===== src/discrete_io_pkg.sv =====
// shared constants, field layouts and state types of the two-axis discrete port
package discrete_io_pkg;

	// ==========================================================
	// clock and timing
	localparam int CLK_MHZ       = 100;
	localparam int INIT_TIME_NS  = 1000;
	localparam int INIT_CYCLES   = (INIT_TIME_NS * CLK_MHZ + 999) / 1000;
	localparam int INIT_W        = 8;

	// ==========================================================
	// register byte offsets
	localparam logic [7:0] OFS_MODE_TYPE  = 8'h00;
	localparam logic [7:0] OFS_CODING     = 8'h04;
	localparam logic [7:0] OFS_AXIS1_BITS = 8'h08;
	localparam logic [7:0] OFS_STATUS     = 8'h0C;
	localparam logic [7:0] OFS_AXIS1_POS  = 8'h10;
	localparam logic [7:0] OFS_AXIS2_POS  = 8'h14;

	// register reset values
	localparam logic [7:0] RST_MODE_TYPE  = 8'h03;
	localparam logic [7:0] RST_CODING     = 8'h00;
	localparam logic [7:0] RST_AXIS1_BITS = 8'h07;

	// configuration encodings
	localparam logic [7:0] MODE_INDEPENDENT = 8'h03;
	localparam logic [7:0] CODING_BINARY    = 8'h00;
	localparam logic [3:0] BIN_BITS_MIN     = 4'h1;
	localparam logic [3:0] BIN_BITS_MAX     = 4'hC;
	localparam logic [3:0] BCD_DIGIT_BITS   = 4'h4;
	localparam logic [3:0] BCD_TWO_BITS     = 4'h8;
	localparam logic [7:0] BCD_TWO_DIGITS   = 8'h02;

	// status register bit positions
	localparam int ST_READY    = 0;
	localparam int ST_FAULT_N  = 1;
	localparam int ST_IN_POS   = 2;
	localparam int ST_HOMED    = 4;
	localparam int ST_SERVO    = 6;
	localparam int ST_HOME_ERR = 8;
	localparam int ST_EXT_ERR  = 9;
	localparam int ST_FATAL    = 10;

	// ==========================================================
	// layout of the synchronised input vector
	localparam int PIN_START   = 0;
	localparam int PIN_HOME    = 1;
	localparam int PIN_SERVO   = 2;
	localparam int PIN_HOLD_N  = 3;
	localparam int PIN_ABORT_N = 4;
	localparam int PINS_AXIS   = 5;
	localparam int PIN_CLEAR   = 10;
	localparam int PIN_POS     = 11;
	localparam int POS_BITS    = 13;
	localparam int NUM_W       = 12;
	localparam int SYNC_W      = 24;

	// ==========================================================
	// carriers
	typedef struct packed {
		logic       start;
		logic       home;
		logic       servo_en;
		logic       hold_n;
		logic       abort_n;
	} axis_pins_t;

	typedef struct packed {
		logic [1:0] move_start;
		logic [1:0] homing_start;
		logic [1:0] servo_on;
		logic [1:0] decel_stop;
		logic [1:0] abort;
	} motion_cmd_t;

	typedef struct packed {
		logic [7:0]              mode_type;
		logic [7:0]              coding;
		logic [7:0]              axis1_bits;
		logic [1:0]              in_pos;
		logic [1:0]              homed;
		logic [1:0]              homing;
		logic [1:0]              moving;
		motion_cmd_t             cmd;
		logic [1:0][NUM_W-1:0]   target;
		logic                    home_err;
		logic                    ext_err;
		logic                    fatal;
		logic                    fault_n;
		logic                    ready;
		logic [INIT_W-1:0]       init_cnt;
		logic                    rd_pend;
		logic                    wr_pend;
		logic [7:0]              addr;
		logic                    hready;
		logic [31:0]             hrdata;
	} core_state_t;

endpackage


===== src/dual_axis_discrete_io_port.sv =====
// two-axis discrete handshake port with position split and AHB-Lite registers
//
// Behaviour
// RULE_01 - axis-two start edge begins a move
// RULE_02 - axis-two homing edge begins homing
// RULE_03 - axis-two servo follows its enable input
// RULE_04 - hold low decelerates, high permits motion
// RULE_05 - abort falling discards remaining travel
// RULE_06 - fault output high normally, low on alarm
// RULE_07 - ready rises after initialisation completes
// RULE_08 - in-position once target reached inside band
// RULE_09 - homed cleared at reset, set on completion
// RULE_10 - servo status mirrors energised servo
// RULE_11 - mode type three selects independent operation
// RULE_12 - coding zero binary, nonzero BCD, default zero
// RULE_13 - axis-one share: bits 1-12 or digits
// RULE_14 - low bits to axis one, rest axis two
// RULE_15 - binary group, lowest input is LSB
// RULE_16 - BCD digits four bits, units first
// RULE_17 - BCD share only in whole nibbles
// RULE_18 - two-digit axis one leaves one digit
// RULE_19 - commands ignored silently while servo off
// RULE_20 - start before homing raises homing error
// RULE_21 - in-position drops on start, waits release
// RULE_22 - error clear edge clears resettable alarms
// RULE_23 - position sampled on the start edge cycle
// RULE_24 - inputs synchronised before edge detection
`timescale 1ns/10ps
`default_nettype none

module dual_axis_discrete_io_port
	import discrete_io_pkg::*;
(
	input  wire logic                  ref_clk_in,
	input  wire logic                  nrst_in,
	// handshake pins from the host controller
	input  wire logic                  first_axis_start_in,
	input  wire logic                  first_axis_homing_req_in,
	input  wire logic                  first_axis_servo_enable_in,
	input  wire logic                  first_axis_hold_n_in,
	input  wire logic                  first_axis_abort_n_in,
	input  wire logic                  second_axis_start_in,
	input  wire logic                  second_axis_homing_req_in,
	input  wire logic                  second_axis_servo_enable_in,
	input  wire logic                  second_axis_hold_n_in,
	input  wire logic                  second_axis_abort_n_in,
	input  wire logic [POS_BITS-1:0]   position_bits_in,
	input  wire logic                  error_clear_in,
	// handshake pins to the host controller
	output logic                       fault_n_out,
	output logic                       ready_out,
	output logic                       first_axis_in_position_out,
	output logic                       second_axis_in_position_out,
	output logic                       first_axis_homed_out,
	output logic                       second_axis_homed_out,
	output logic                       first_axis_servo_status_out,
	output logic                       second_axis_servo_status_out,
	// motion core side, same clock
	input  wire logic [1:0]            axis_reached_in,
	input  wire logic [1:0]            homing_done_in,
	input  wire logic                  alarm_in,
	input  wire logic                  fatal_alarm_in,
	output motion_cmd_t                motion_cmd_out,
	output logic [1:0][NUM_W-1:0]      axis_target_out,
	// AHB-Lite slave
	input  wire logic                  hsel_in,
	input  wire logic [31:0]           haddr_in,
	input  wire logic [1:0]            htrans_in,
	input  wire logic                  hwrite_in,
	input  wire logic [2:0]            hsize_in,
	input  wire logic [31:0]           hwdata_in,
	input  wire logic                  hready_in,
	output logic [31:0]                hrdata_out,
	output logic                       hreadyout_out,
	output logic                       hresp_out
);

	// ==========================================================
	// position decode helpers

	// width in bits of the axis-one share
	function automatic logic [3:0] axis1_share(input logic [7:0] coding, input logic [7:0] bits);
		logic [3:0] share;
		share = BIN_BITS_MIN;
		if (coding == CODING_BINARY) begin
			if (bits > 8'(BIN_BITS_MAX)) begin
				share = BIN_BITS_MAX;                          // [RULE_13]
			end else if (bits >= 8'(BIN_BITS_MIN)) begin
				share = bits[3:0];                             // [RULE_13]
			end
		end else if (bits == BCD_TWO_DIGITS || bits >= 8'(BCD_TWO_BITS)) begin
			share = BCD_TWO_BITS;                              // [RULE_17]
		end else begin
			share = BCD_DIGIT_BITS;                            // [RULE_17]
		end
		return share;
	endfunction

	// two BCD digits to binary, tens optional
	function automatic logic [NUM_W-1:0] bcd_value(input logic [7:0] digits, input logic use_tens);
		logic [NUM_W-1:0] units;
		logic [NUM_W-1:0] tens;
		units = NUM_W'(digits[3:0]);                           // [RULE_16]
		tens  = NUM_W'(digits[7:4]);
		return use_tens ? NUM_W'(units + tens * NUM_W'(10)) : units;
	endfunction

	// position number of one axis from the shared field
	function automatic logic [NUM_W-1:0] decode_pos(input logic [POS_BITS-1:0] pos,
		input logic [7:0] coding, input logic [7:0] bits, input logic axis2);
		logic [3:0]          share;
		logic [POS_BITS-1:0] low;
		logic [POS_BITS-1:0] high;
		logic                two_digit;
		share     = axis1_share(coding, bits);
		low       = pos & ((POS_BITS'(1) << share) - POS_BITS'(1));   // [RULE_14]
		high      = pos >> share;                                      // [RULE_14]
		two_digit = (share == BCD_TWO_BITS);
		if (coding == CODING_BINARY) begin
			return axis2 ? high[NUM_W-1:0] : low[NUM_W-1:0];            // [RULE_15]
		end else if (!axis2) begin
			return bcd_value(low[7:0], two_digit);                      // [RULE_16]
		end else begin
			return bcd_value(high[7:0], !two_digit);                    // [RULE_18]
		end
	endfunction

	// ==========================================================
	// input synchronisers
	logic [SYNC_W-1:0] pins_raw;
	logic [SYNC_W-1:0] pins_lvl;
	logic [SYNC_W-1:0] pins_rise;
	axis_pins_t        axis0_pins;
	axis_pins_t        axis1_pins;

	assign axis0_pins = '{first_axis_start_in, first_axis_homing_req_in, first_axis_servo_enable_in,
		first_axis_hold_n_in, first_axis_abort_n_in};
	assign axis1_pins = '{second_axis_start_in, second_axis_homing_req_in, second_axis_servo_enable_in,
		second_axis_hold_n_in, second_axis_abort_n_in};
	// start at bit 0 of each group, abort at bit 4
	// hold and abort enter inverted: idle matches the cleared chain, so no stop after reset
	assign pins_raw = {position_bits_in, error_clear_in,
		~axis1_pins.abort_n, ~axis1_pins.hold_n, axis1_pins.servo_en, axis1_pins.home, axis1_pins.start,
		~axis0_pins.abort_n, ~axis0_pins.hold_n, axis0_pins.servo_en, axis0_pins.home, axis0_pins.start};

	input_sync #(
		.W          (SYNC_W)
	) u_sync (
		.ref_clk_in (ref_clk_in),
		.nrst_in    (nrst_in),
		.din_in     (pins_raw),
		.level_out  (pins_lvl),
		.rise_out   (pins_rise),
		.fall_out   ()
	);

	logic [POS_BITS-1:0] pos_now;
	assign pos_now = pins_lvl[PIN_POS +: POS_BITS];

	// ==========================================================
	// state
	core_state_t state_reg;
	core_state_t state_next;
	logic        bus_take;
	logic        err_clear;
	logic [31:0] status_word;
	logic [1:0]  servo_lvl;
	logic [1:0]  hold_lvl_n;
	logic [1:0]  start_lvl;

	assign bus_take = hsel_in & htrans_in[1] & hready_in;

	// ==========================================================
	// handshake, alarms and bus
	always_comb begin
		state_next = state_reg;
		err_clear  = pins_rise[PIN_CLEAR];
		for (int a = 0; a < 2; a++) begin
			servo_lvl[a]  = pins_lvl[a*PINS_AXIS + PIN_SERVO];
			hold_lvl_n[a] = !pins_lvl[a*PINS_AXIS + PIN_HOLD_N];
			start_lvl[a]  = pins_lvl[a*PINS_AXIS + PIN_START];
		end

		// initialisation count, then ready in independent mode
		if (state_reg.init_cnt != INIT_W'(INIT_CYCLES)) begin
			state_next.init_cnt = state_reg.init_cnt + INIT_W'(1);
		end
		state_next.ready = (state_reg.init_cnt == INIT_W'(INIT_CYCLES))       // [RULE_07]
			&& (state_reg.mode_type == MODE_INDEPENDENT) && !state_reg.fatal;  // [RULE_11]

		// alarms: clear first so a same-cycle event wins
		if (err_clear) begin
			state_next.home_err = 1'b0;                        // [RULE_22]
			state_next.ext_err  = 1'b0;                        // [RULE_22]
		end
		if (alarm_in) begin
			state_next.ext_err = 1'b1;
		end
		if (fatal_alarm_in) begin
			state_next.fatal = 1'b1;
		end

		// per-axis command handling
		for (int a = 0; a < 2; a++) begin
			state_next.cmd.move_start[a]   = 1'b0;
			state_next.cmd.homing_start[a] = 1'b0;
			state_next.cmd.abort[a]        = 1'b0;
			if (state_reg.ready && pins_rise[a*PINS_AXIS + PIN_START] && servo_lvl[a]) begin  // [RULE_19]
				state_next.in_pos[a] = 1'b0;                           // [RULE_21]
				if (!state_reg.homed[a]) begin
					state_next.home_err = 1'b1;                        // [RULE_20]
				end else begin
					state_next.cmd.move_start[a] = 1'b1;               // [RULE_01]
					state_next.moving[a]         = 1'b1;
					state_next.target[a]         = decode_pos(pos_now, state_reg.coding,
						state_reg.axis1_bits, a[0]);                   // [RULE_23]
				end
			end
			if (state_reg.ready && pins_rise[a*PINS_AXIS + PIN_HOME] && servo_lvl[a]) begin   // [RULE_19]
				state_next.cmd.homing_start[a] = 1'b1;                 // [RULE_02]
				state_next.homing[a]           = 1'b1;
				state_next.homed[a]            = 1'b0;
				state_next.in_pos[a]           = 1'b0;
			end
			if (state_reg.homing[a] && homing_done_in[a]) begin
				state_next.homing[a] = 1'b0;
				state_next.homed[a]  = 1'b1;                           // [RULE_09]
			end
			if (pins_rise[a*PINS_AXIS + PIN_ABORT_N]) begin
				state_next.cmd.abort[a] = 1'b1;                        // [RULE_05]
				state_next.moving[a]    = 1'b0;                        // [RULE_05]
			end
			state_next.cmd.decel_stop[a] = !hold_lvl_n[a];             // [RULE_04]
			// completion only with start released, hold off and servo on
			if (state_reg.ready && axis_reached_in[a] && !start_lvl[a] && hold_lvl_n[a]
				&& state_reg.cmd.servo_on[a] && !state_reg.homing[a] && !state_next.cmd.move_start[a]) begin
				state_next.in_pos[a] = 1'b1;                           // [RULE_08] [RULE_21]
				state_next.moving[a] = 1'b0;
			end
			// servo stays on until a running move or homing ends
			state_next.cmd.servo_on[a] = servo_lvl[a] | state_reg.moving[a] | state_reg.homing[a];  // [RULE_03] [RULE_10]
		end

		state_next.fault_n = !(state_next.home_err | state_next.ext_err | state_next.fatal);  // [RULE_06]

		// bus: writes land in the data phase, reads take one wait state
		state_next.wr_pend = 1'b0;
		state_next.rd_pend = 1'b0;
		state_next.hready  = 1'b1;
		if (state_reg.wr_pend) begin
			case (state_reg.addr)
				OFS_MODE_TYPE:  state_next.mode_type  = hwdata_in[7:0];   // [RULE_11]
				OFS_CODING:     state_next.coding     = hwdata_in[7:0];   // [RULE_12]
				OFS_AXIS1_BITS: state_next.axis1_bits = hwdata_in[7:0];   // [RULE_13]
				default:        state_next.addr       = state_reg.addr;
			endcase
		end
		if (state_reg.rd_pend) begin
			case (state_reg.addr)
				OFS_MODE_TYPE:  state_next.hrdata = {24'h000000, state_reg.mode_type};
				OFS_CODING:     state_next.hrdata = {24'h000000, state_reg.coding};
				OFS_AXIS1_BITS: state_next.hrdata = {24'h000000, state_reg.axis1_bits};
				OFS_STATUS:     state_next.hrdata = status_word;
				OFS_AXIS1_POS:  state_next.hrdata = {20'h00000, state_reg.target[0]};
				OFS_AXIS2_POS:  state_next.hrdata = {20'h00000, state_reg.target[1]};
				default:        state_next.hrdata = 32'h00000000;
			endcase
		end else if (bus_take) begin
			state_next.addr    = haddr_in[7:0];
			state_next.wr_pend = hwrite_in;
			state_next.rd_pend = !hwrite_in;
			state_next.hready  = hwrite_in;
		end
	end

	// status word from live state
	always_comb begin
		status_word                    = 32'h00000000;
		status_word[ST_READY]          = state_reg.ready;
		status_word[ST_FAULT_N]        = state_reg.fault_n;
		status_word[ST_IN_POS +: 2]    = state_reg.in_pos;
		status_word[ST_HOMED +: 2]     = state_reg.homed;
		status_word[ST_SERVO +: 2]     = state_reg.cmd.servo_on;
		status_word[ST_HOME_ERR]       = state_reg.home_err;
		status_word[ST_EXT_ERR]        = state_reg.ext_err;
		status_word[ST_FATAL]          = state_reg.fatal;
	end

	// state register
	always_ff @(posedge ref_clk_in) begin
		if (!nrst_in) begin
			state_reg            <= '0;
			state_reg.mode_type  <= RST_MODE_TYPE;
			state_reg.coding     <= RST_CODING;                // [RULE_12]
			state_reg.axis1_bits <= RST_AXIS1_BITS;
			state_reg.fault_n    <= 1'b1;
			state_reg.hready     <= 1'b1;
		end else begin
			state_reg <= state_next;
		end
	end

	// ==========================================================
	// outputs, all but hresp straight from the state register
	assign fault_n_out                  = state_reg.fault_n;     // [RULE_06]
	assign ready_out                    = state_reg.ready;
	assign first_axis_in_position_out   = state_reg.in_pos[0];
	assign second_axis_in_position_out  = state_reg.in_pos[1];
	assign first_axis_homed_out         = state_reg.homed[0];
	assign second_axis_homed_out        = state_reg.homed[1];
	assign first_axis_servo_status_out  = state_reg.cmd.servo_on[0];
	assign second_axis_servo_status_out = state_reg.cmd.servo_on[1];
	assign motion_cmd_out               = state_reg.cmd;
	assign axis_target_out              = state_reg.target;
	assign hrdata_out                   = state_reg.hrdata;
	assign hreadyout_out                = state_reg.hready;
	assign hresp_out                    = 1'b0;                  // always OKAY

endmodule
`default_nettype wire


===== src/input_sync.sv =====
// three-stage synchroniser with agreed level and one-cycle edge pulses
`timescale 1ns/10ps
`default_nettype none

module input_sync
	import discrete_io_pkg::*;
#(
	parameter int W = 1
) (
	input  wire logic         ref_clk_in,
	input  wire logic         nrst_in,
	input  wire logic [W-1:0] din_in,
	output logic      [W-1:0] level_out,
	output logic      [W-1:0] rise_out,
	output logic      [W-1:0] fall_out
);

	typedef struct packed {
		logic [W-1:0] s1;
		logic [W-1:0] s2;
		logic [W-1:0] s3;
		logic [W-1:0] lvl;
		logic [W-1:0] rise;
		logic [W-1:0] fall;
	} sync_state_t;

	sync_state_t state_reg;
	sync_state_t state_next;
	logic [W-1:0] agree;

	// ==========================================================
	// shift chain; level moves only when stages two and three agree
	always_comb begin
		state_next    = state_reg;
		state_next.s1 = din_in;
		state_next.s2 = state_reg.s1;
		state_next.s3 = state_reg.s2;
		agree          = ~(state_reg.s2 ^ state_reg.s3);
		state_next.lvl = (agree & state_reg.s3) | (~agree & state_reg.lvl);   // [RULE_24]
		state_next.rise = state_next.lvl & ~state_reg.lvl;                     // [RULE_24]
		state_next.fall = ~state_next.lvl & state_reg.lvl;
	end

	// state register
	always_ff @(posedge ref_clk_in) begin
		if (!nrst_in) begin
			state_reg <= '0;
		end else begin
			state_reg <= state_next;
		end
	end

	assign level_out = state_reg.lvl;
	assign rise_out  = state_reg.rise;
	assign fall_out  = state_reg.fall;

endmodule
`default_nettype wire


===== config.mk =====
export PLATFORM = sky130hd
export DESIGN_NAME = dual_axis_discrete_io_port
export DESIGN_NICKNAME = d
export VERILOG_FILES = /design/src/discrete_io_pkg.sv /design/src/dual_axis_discrete_io_port.sv /design/src/input_sync.sv
export SDC_FILE = /design/constraint.sdc
export NUM_CORES = 1
export LEC_CHECK = 0
export BUFFER_PORTS_ARGS = -buffer_cell sky130_fd_sc_hd__buf_4
export CAP_MARGIN = 10
export CORE_ASPECT_RATIO = 1.2
export CORE_UTILIZATION = 55
export CTS_CLUSTER_SIZE = 12
export DETAILED_ROUTE_END_ITERATION = 12
export PLACE_DENSITY = 0.8
export SYNTH_ARGS = -nofsm -noshare
export SYNTH_HDL_FRONTEND = slang
export SYNTH_SLANG_ARGS = --single-unit

===== constraint.sdc =====
create_clock -name ref_clk_in -period 5.1 [get_ports ref_clk_in]
set_input_delay 0.51 -clock ref_clk_in [delete_from_list [all_inputs] [get_ports ref_clk_in]]
set_output_delay 0.51 -clock ref_clk_in [all_outputs]
set_load 0.01 [all_outputs]

==> impl_metrics.env, run 1 <==
export IMPL_hold_viol_final=0
export IMPL_n_antenna_cell=0
export IMPL_ys_seq_elements=205
export IMPL_insertion_delay_ns=0.49
export IMPL_wl_um=20000
export IMPL_synth_cell_type_count=65
export IMPL_worstHoldStart="second_axis_abort_n_in"
export IMPL_worstSetupPathType="register to register"
export IMPL_synth_seq_area_share_pct=45.8
export IMPL_p_per_area_mw_per_mm2=306
export IMPL_yosysTopAreaCellShare_pct=45.8
export IMPL_cp_cell_sequence="or4_1 > a2111oi_4 > buf_4 > mux2i_1 > mux2i_1 > a22o_1 > ha_1 > ha_1 > fa_1 > nand2_1 > nor2_1 > xnor2_1 > a211o_1 > a21oi_1 > o221a_2"
export IMPL_cts_sinks=205
export IMPL_finalSetupViolations=0
export IMPL_post_cts_setup_buffers=0
export IMPL_synth_most_common_cell="dfxtp_1"
export IMPL_via_per_inst=5.63
export IMPL_fin_crit_ns=4.52
export IMPL_die_w_um=119
export IMPL_status="completed"
export IMPL_hpwl_um=14200
export IMPL_cts_root_buf="clkbuf_16"
export IMPL_antenna_found_initial=0
export IMPL_fin_nets=1175
export IMPL_numCtsBuffers=21
export IMPL_dieArea_mm2=0.0168
export IMPL_reg2reg_from="state_reg[105]"
export IMPL_drc=0
export IMPL_synth_async_reset_ratio_pct=0
export IMPL_tns_ns=0
export IMPL_synth_edf_count=0
export IMPL_worstSetupStartpoint="state_reg[105]"
export IMPL_rows=50
export IMPL_grt_pass1_wl_um=32400
export IMPL_critical_path_max_stage_delay_ns=0.68
export IMPL_synthesis_area_mm2=0.00897
export IMPL_worst_path_dominant_cell_family="compound AO/OA/AOI/OAI gates"
export IMPL_cts_resized=0
export IMPL_cts_hold_buf=0
export IMPL_synthCells=999
export IMPL_final_util_pct=64.0
export IMPL_final_period_utilization_pct=88.7
export IMPL_cts_tree="built"
export IMPL_io_pins=180
export IMPL_area_growth_pct=12.5
export IMPL_yosysWarnings=0
export IMPL_grt_max_degree=101
export IMPL_path_buf_inv=1
export IMPL_dr_total_vias=7100
export IMPL_synth_top_cell_by_area="dfxtp_1"
export IMPL_firstDrtPassIters=5
export IMPL_track_usage_pct=23.7
export IMPL_end_kind="register"
export IMPL_ctsLongestPathBuffers=3
export IMPL_hold_path_class="input pin to register"
export IMPL_crit_path_start_kind="register"
export IMPL_cp_max_fo=15
export IMPL_cpMaxStageDelayCell="or4_1"
export IMPL_synth_area_leaders="dfxtp_1 (46%), buf_4 (5.6%), and2_1 (5.6%)"
export IMPL_overflow=0
export IMPL_chipHeight_um=142
export IMPL_port_buffers=106
export IMPL_initialDrtViolationCount=519
export IMPL_ir_drop_v=0.000242
export IMPL_crit_arrival_ns=4.95
export IMPL_ys_flop_type="dfxtp_1"
export IMPL_fillCellCount=1373
export IMPL_cts_max_level=1
export IMPL_gp_congestion=0.929
export IMPL_rsz0062_at_grt="no"
export IMPL_maxSlewHeadroom_pct=29.4
export IMPL_coreArea_mm2=0.0158
export IMPL_p_leak_nw=4.13
export IMPL_largest_reg_flops=49
export IMPL_worstPathRequired_ns=5.53
export IMPL_start_util_pct=56.9
export IMPL_slew_violations=0
export IMPL_clkTransAtPathRegs_ns=0.06
export IMPL_avgRoutedWirePerCell_um=15.9
export IMPL_fmax_mhz=221
export IMPL_final_antenna_net_count=0
export IMPL_ys_top_cells_by_count="dfxtp_1 (205), nand2_1 (103), a21oi_1 (92), and2_1 (80), nor2_1 (70)"
export IMPL_drv_cap=0
export IMPL_drive_gt1_share_pct=16.0
export IMPL_postSynthAreaPerCell_um2=8.98
export IMPL_grt_pass1_vias=6551
export IMPL_tightest_slew_ns=1.05
export IMPL_finalClockSkew_ns=0.00720
path summary, 6_finish.rpt:
path                             to  slack (ns)  depth (start not counted)
min reg2reg   u_sync.state_next[93]        0.43                          1
max             axis_target_out[18]        0.58                         15
min          u_sync.state_next[105]        0.16                          2
max reg2reg     axis_target_out[18]        0.58                         15
power by group:
| group | switching (mW) | total (mW) | internal [mW] | leakage (nW) |
|---|---|---|---|---|
| clock network | 0.558 | 1.31 | 0.749 | 0.276 |
| logic | 0.0742 | 0.134 | 0.0595 | 2.19 |
| registers | 0.0176 | 1.65 | 1.63 | 1.67 |
per-layer routing:
metal | track usage (%) | wire length (um) | up-vias
li1 | - | - | 3480
met1 | 30.7 | 8420 | 3300
met2 | 39.6 | 9530 | 266
met3 | 2.93 | 1310 | 54
met4 | 10.5 | 745 | 0
met5 | 0 | 0 | -
cell families (layout without fill, tap and decap cells):
| logic type | Yosys count | count (layout) | share of synthesized area, % |
|---|---|---|---|
| AOI/OAI and AO/OA | 211 | 211 | 14.3 |
| xor gates and xnor gates | 18 | 18 | 1.76 |
| adders and majority gates | 21 | 21 | 3.26 |
| buffers and inverters | 128 | 162 | 8.26 |
| DFF | 205 | 205 | 45.8 |
| muxes | 45 | 45 | 6.04 |
| other | 2 | 22 | 0.0837 |
| and+or+nand+nor | 369 | 369 | 20.5 |
layout make-up:
class                           count  area, um2  share of cell area, %
Multi-Input combinational cell    686       4200                   41.6
Sequential cell                   205       4100                   40.7
Timing Repair Buffer              121        908                   9.00
Clock buffer                       23        543                   5.38
Tap cell                          208        260                   2.58
Inverter                           15       56.3                  0.558
Clock inverter                      3       21.3                  0.211
cells in the final DEF, fill, tap and decap left out, types with 5 or more instances in the layout:
cell / Yosys / layout
clkbuf_16: 0 / 21
nor4_1: 9 / 9
o22ai_1: 11 / 11
inv_1: 15 / 14
nand4_1: 7 / 7
nor2_1: 70 / 70
conb_1: 2 / 22
nor3_1: 18 / 18
nor2b_1: 6 / 6
buf_4: 67 / 121
mux4_2: 6 / 6
or3_1: 5 / 5
o21ai_0: 48 / 48
ha_1: 17 / 17
or4_1: 5 / 5
mux2i_1: 35 / 35
a22oi_1: 17 / 17
and2_1: 80 / 80
a21oi_1: 92 / 92
nand3_1: 42 / 42
xnor2_1: 12 / 12
dfxtp_1: 205 / 205
nand2_1: 103 / 103
xor2_1: 6 / 6
per-stage QoR:
| step | total power [mW] | hold WS [ns] | std cells | instance area [um2] | worst slack [ns] |
|---|---|---|---|---|---|
| 4_1_cts | 3.12 | 0.150 | 1261 | 10100 | 0.601 |
| 6_report | 3.09 | 0.164 | 1261 | 10100 | 0.578 |
| 3_3_place_gp | 1.82 | 0.413 | 1235 | 9530 | 0.751 |
| 2_1_floorplan | 1.78 | 0.390 | 1019 | 9040 | 0.867 |
| 3_5_place_dp | 1.82 | 0.419 | 1235 | 9530 | 0.685 |
| 5_1_grt | 3.21 | 0.146 | 1261 | 10100 | 0.332 |
(Power assumes the default switching activity.)
==> inputs of run 2 (changes only) <==
--- a/config.mk
+++ b/config.mk
@@ -9,6 +9,8 @@
 export CAP_MARGIN = 10
 export CORE_ASPECT_RATIO = 1.2
 export CORE_UTILIZATION = 55
+export CTS_BUF_LIST = sky130_fd_sc_hd__clkbuf_16
+export CTS_CLUSTER_DIAMETER = 40
 export CTS_CLUSTER_SIZE = 12
 export DETAILED_ROUTE_END_ITERATION = 12
 export PLACE_DENSITY = 0.8
==> run 2 against run 1 <==
Clock-buffer cell count did not move. Register-to-register slack barely moved. Sequential power barely moved. Sequential share of layout area fell by 0.45 points. First-iteration DRC count rose by 1.5%. Die area did not move. Critical path depth did not move. Global-route usage rose by 0.39 points. Combinational power barely moved. Largest cell class unchanged. Highest routed layer unchanged.
==> impl_metrics.env, run 2 (synthesized netlist as in run 1, its figures left out) <==
export IMPL_status="completed"
export IMPL_final_period_utilization_pct=88.8
export IMPL_grt_pass1_wl_um=32800
export IMPL_grt_max_degree=101
export IMPL_maxSlewHeadroom_pct=25.8
export IMPL_largest_reg_flops=49
export IMPL_drc=0
export IMPL_coreArea_mm2=0.0158
export IMPL_hpwl_um=14200
export IMPL_via_per_inst=5.64
export IMPL_numCtsBuffers=23
export IMPL_tns_ns=0
export IMPL_rsz0062_at_grt="no"
export IMPL_cts_tree="built"
export IMPL_worstSetupPathType="register to register"
export IMPL_clkTransAtPathRegs_ns=0.06
export IMPL_end_kind="register"
export IMPL_ctsLongestPathBuffers=3
export IMPL_cp_max_fo=15
export IMPL_slew_violations=0
export IMPL_final_common_cell="dfxtp_1"
export IMPL_grt_pass1_vias=6635
export IMPL_crit_path_start_kind="register"
export IMPL_die_w_um=119
export IMPL_finalClockSkew_ns=0.00984
export IMPL_tightest_slew_ns=1.10
export IMPL_cts_sinks=205
export IMPL_io_pins=180
export IMPL_cpMaxStageDelayCell="or4_1"
export IMPL_worstPathRequired_ns=5.55
export IMPL_avgRoutedWirePerCell_um=16.0
export IMPL_finalSetupViolations=0
export IMPL_initialDrtViolationCount=527
export IMPL_rows=50
export IMPL_fillCellCount=1359
export IMPL_drive_gt1_share_pct=16.2
export IMPL_critical_path_max_stage_delay_ns=0.68
export IMPL_gp_congestion=0.929
export IMPL_overflow=0
export IMPL_start_util_pct=56.9
export IMPL_hold_viol_final=0
export IMPL_fin_crit_ns=4.53
export IMPL_firstDrtPassIters=5
export IMPL_drv_cap=0
export IMPL_wl_um=20300
export IMPL_area_growth_pct=13.8
export IMPL_p_leak_nw=4.19
export IMPL_cts_resized=0
export IMPL_cts_hold_buf=0
export IMPL_insertion_delay_ns=0.51
export IMPL_cts_max_level=1
export IMPL_chipHeight_um=142
export IMPL_antenna_found_initial=0
export IMPL_fin_nets=1177
export IMPL_final_antenna_net_count=0
export IMPL_dieArea_mm2=0.0168
export IMPL_ir_drop_v=0.000294
export IMPL_dr_total_vias=7157
export IMPL_n_antenna_cell=0
export IMPL_cp_cell_sequence="or4_1 > a2111oi_4 > buf_4 > mux2i_1 > mux2i_1 > a22o_1 > ha_1 > ha_1 > fa_1 > nand2_1 > nor2_1 > xnor2_1 > a211o_1 > a21oi_1 > o221a_2"
export IMPL_cts_root_buf="clkbuf_16"
export IMPL_crit_arrival_ns=4.98
export IMPL_final_cell_mix="dfxtp_1 (205), buf_4 (121), nand2_1 (103), a21oi_1 (92), and2_1 (80)"
export IMPL_post_cts_setup_buffers=0
export IMPL_port_buffers=106
export IMPL_p_per_area_mw_per_mm2=320
export IMPL_power_mw=3.27
export IMPL_hold_path_class="input pin to register"
export IMPL_track_usage_pct=24.1
export IMPL_fmax_mhz=221
run 2: changes by cell type in the layout (fill, tap and decap cells not counted):
cell,before,now
clkinv_1,0,4
clkbuf_16,21,23
inv_1,14,16
bufinv_16,0,1
clkbuf_1,1,0
clkbuf_8,1,0
clkinv_4,0,1
inv_16,0,1
run 2: layout make-up:
type / instances / area, um2 / share of cell area (%)
inverters: 15 / 56.3 / 0.552
well taps: 208 / 260 / 2.55
multi-input cells: 686 / 4200 / 41.1
clock inverters: 12 / 103 / 1.01
repair buffers: 121 / 908 / 8.90
clock buffers: 23 / 576 / 5.64
flip-flops and latches: 205 / 4100 / 40.2
run 2: metal layers:
layer / track usage (%) / wire (um) / part of all wire [%]
met1: 30.6 / 8550 / 42
met3: 3.22 / 1460 / 7.2
met4: 11.1 / 726 / 3.6
met2: 40.6 / 9520 / 47
met5: 0 / 0 / 0
run 2: path summary, 6_finish.rpt:
kind                            slack (ns)  depth (start not counted)                   start                     end
worst max-delay path                  0.57                         15          state_reg[105]     axis_target_out[18]
worst min-delay path                  0.14                          2  second_axis_abort_n_in  u_sync.state_next[105]
worst max register to register        0.57                         15          state_reg[105]     axis_target_out[18]
worst min register to register        0.43                          1  u_sync.state_next[110]   u_sync.state_next[86]
run 2: report_power, final:
part,switching (mW),internal [mW],total [mW]
combinational,0.0743,0.0594,0.134
clock,0.617,0.868,1.49
sequential,0.0176,1.63,1.65
run 2: worst max-delay path: cells and delay by family (launching register included):
family / cells / cell delay, ns
compound gates: 5 / 1.29
fa+ha+maj: 3 / 1.07
simple gates: 3 / 0.92
mux: 2 / 0.44
flops: 1 / 0.35
buf+inv: 1 / 0.30
xor+xnor: 1 / 0.10
run 2: metrics by stage:
step                      utilization (%)  worst slack [ns]  cell area, um2  instances  hold slack, ns
after CTS                            64.7             0.626           10200       1270           0.134
after detailed placement             60.4             0.685            9530       1235           0.419
after floorplan                         -             0.867            9040       1019           0.390
after global placement               60.4             0.751            9530       1235           0.413
final                                64.7             0.570           10200       1270           0.143
after global routing                 64.7             0.340           10200       1270           0.131
==> inputs of run 3 (changes only) <==
--- a/config.mk
+++ b/config.mk
@@ -13,6 +13,7 @@
 export CTS_CLUSTER_DIAMETER = 40
 export CTS_CLUSTER_SIZE = 12
 export DETAILED_ROUTE_END_ITERATION = 12
+export HOLD_SLACK_MARGIN = 0.15
 export PLACE_DENSITY = 0.8
 export SYNTH_ARGS = -nofsm -noshare
 export SYNTH_HDL_FRONTEND = slang
==> run 3 against run 2 <==
Die area unchanged. Final area increased by 0.39%. Combinational power about the same. Hold slack improved by 0.063 ns. Fmax about the same. Core utilization increased by 0.25 points. First-iteration DRC count increased by 5.1%. Highest routed layer unchanged.
==> impl_metrics.env, run 3 (synthesized netlist as in run 1, its figures left out) <==
export IMPL_finalSetupViolations=0
export IMPL_via_per_inst=5.63
export IMPL_drc=0
export IMPL_cts_resized=0
export IMPL_cts_root_buf="clkbuf_16"
export IMPL_dr_total_vias=7178
export IMPL_end_kind="register"
export IMPL_numCtsBuffers=23
export IMPL_cts_sinks=205
export IMPL_grt_pass1_wl_um=32900
export IMPL_chipHeight_um=142
export IMPL_finalClockSkew_ns=0.0103
export IMPL_io_pins=180
export IMPL_rr_worst_depth=15
export IMPL_fin_nets=1181
export IMPL_holdPathStages=2
export IMPL_post_dp_cell_area_mm2=0.00953
export IMPL_crit_path_start_kind="register"
export IMPL_final_period_utilization_pct=88.8
export IMPL_cts_tree="built"
export IMPL_firstDrtPassIters=5
export IMPL_fillCellCount=1350
export IMPL_fmax_mhz=221
export IMPL_ctsLongestPathBuffers=3
export IMPL_final_antenna_net_count=0
export IMPL_final_common_cell="dfxtp_1"
export IMPL_worstPathRequired_ns=5.55
export IMPL_hpwl_um=14200
export IMPL_maxSlewHeadroom_pct=26.7
export IMPL_initialDrtViolationCount=554
export IMPL_final_cells=1274
export IMPL_power_mw=3.27
export IMPL_avgRoutedWirePerCell_um=16.0
export IMPL_final_cell_mix="dfxtp_1 (205), buf_4 (121), nand2_1 (103), a21oi_1 (92), and2_1 (80)"
export IMPL_fin_crit_ns=4.53
export IMPL_track_usage_pct=24.2
export IMPL_area_growth_pct=14.2
export IMPL_drive_gt1_share_pct=16.1
export IMPL_start_util_pct=56.9
export IMPL_p_per_area_mw_per_mm2=319
export IMPL_crit_arrival_ns=4.98
export IMPL_grt_max_degree=101
export IMPL_wl_um=20400
export IMPL_tns_ns=0
export IMPL_overflow=0
export IMPL_n_antenna_cell=0
export IMPL_cts_max_level=1
export IMPL_largest_reg_flops=49
export IMPL_die_w_um=119
export IMPL_rows=50
export IMPL_grt_pass1_vias=6676
export IMPL_dieArea_mm2=0.0168
export IMPL_port_buffers=106
export IMPL_coreArea_mm2=0.0158
export IMPL_insertion_delay_ns=0.51
export IMPL_clkTransAtPathRegs_ns=0.06
export IMPL_rsz0062_at_grt="no"
export IMPL_hold_path_class="input pin to register"
export IMPL_cp_max_fo=15
export IMPL_slew_violations=0
export IMPL_status="completed"
export IMPL_p_leak_nw=4.21
export IMPL_worstSetupPathType="register to register"
export IMPL_hold_viol_final=0
export IMPL_fin_area_mm2=0.0102
export IMPL_gp_congestion=0.929
export IMPL_tightest_slew_ns=1.09
export IMPL_drv_cap=0
export IMPL_dp_cells=1235
export IMPL_antenna_found_initial=0
export IMPL_ir_drop_v=0.000321
## run 3: cell count changes in the layout (fill, tap and decap cells not counted)
cell / previous run / this run
dlygate4sd3_1: 0 / 4
## run 3: final cells by class
cell class                      instances  area [um2]  share of cell area (%)
Timing Repair Buffer                  125         948                    9.26
Clock inverter                         12         103                    1.00
Inverter                               15        56.3                   0.549
Clock buffer                           23         576                    5.62
Tap cell                              208         260                    2.54
Multi-Input combinational cell        686        4200                    41.0
Sequential cell                       205        4100                    40.0
## run 3: repair_timing
| item | CTS | global route |
|---|---|---|
| hold buffers | 4 | 0 |
| buffers inserted | 0 | 0 |
| hold endpoints to repair | 4 | 0 |
## run 3: worst paths after layout
check / startpoint / end / slack [ns]
max: state_reg[105] / axis_target_out[18] / 0.57
min: position_bits_in[9] / u_sync.state_next[116] / 0.21
max reg2reg: state_reg[105] / axis_target_out[18] / 0.57
min reg2reg: u_sync.state_next[110] / u_sync.state_next[86] / 0.43
## run 3: per-layer routing
| layer | share of wire [%] | wire length (um) | vias to the layer above | track usage [%] |
|---|---|---|---|---|
| li1 | - | - | 3502 | - |
| met1 | 43 | 8680 | 3337 | 30.5 |
| met2 | 47 | 9620 | 287 | 41.1 |
| met3 | 6.8 | 1390 | 52 | 3.22 |
| met4 | 3.5 | 716 | 0 | 11.1 |
| met5 | 0 | 0 | - | 0 |
## run 3: critical path, stage by stage (launching register included)
cell	delay (ns)
dfxtp_1	0.36
or4_1	0.68
a2111oi_4	0.35
buf_4	0.29
mux2i_1	0.29
mux2i_1	0.15
a22o_1	0.35
ha_1	0.32
ha_1	0.23
fa_1	0.52
nand2_1	0.11
nor2_1	0.13
xnor2_1	0.10
a211o_1	0.27
a21oi_1	0.13
o221a_2	0.19
## run 3: report_power, final
part           leakage (nW)  switching (mW)  internal (mW)
combinational          2.20          0.0754         0.0614
clock                 0.337           0.616          0.869
sequential             1.67          0.0176           1.63
total                  4.21           0.709           2.56
## run 3: through the flow
step / utilization, % / setup slack, ns / hold slack (ns)
2_1_floorplan: - / 0.867 / 0.390
3_3_place_gp: 60.4 / 0.751 / 0.413
3_5_place_dp: 60.4 / 0.685 / 0.419
4_1_cts: 65.0 / 0.626 / 0.196
5_1_grt: 65.0 / 0.340 / 0.202
6_report: 65.0 / 0.571 / 0.205
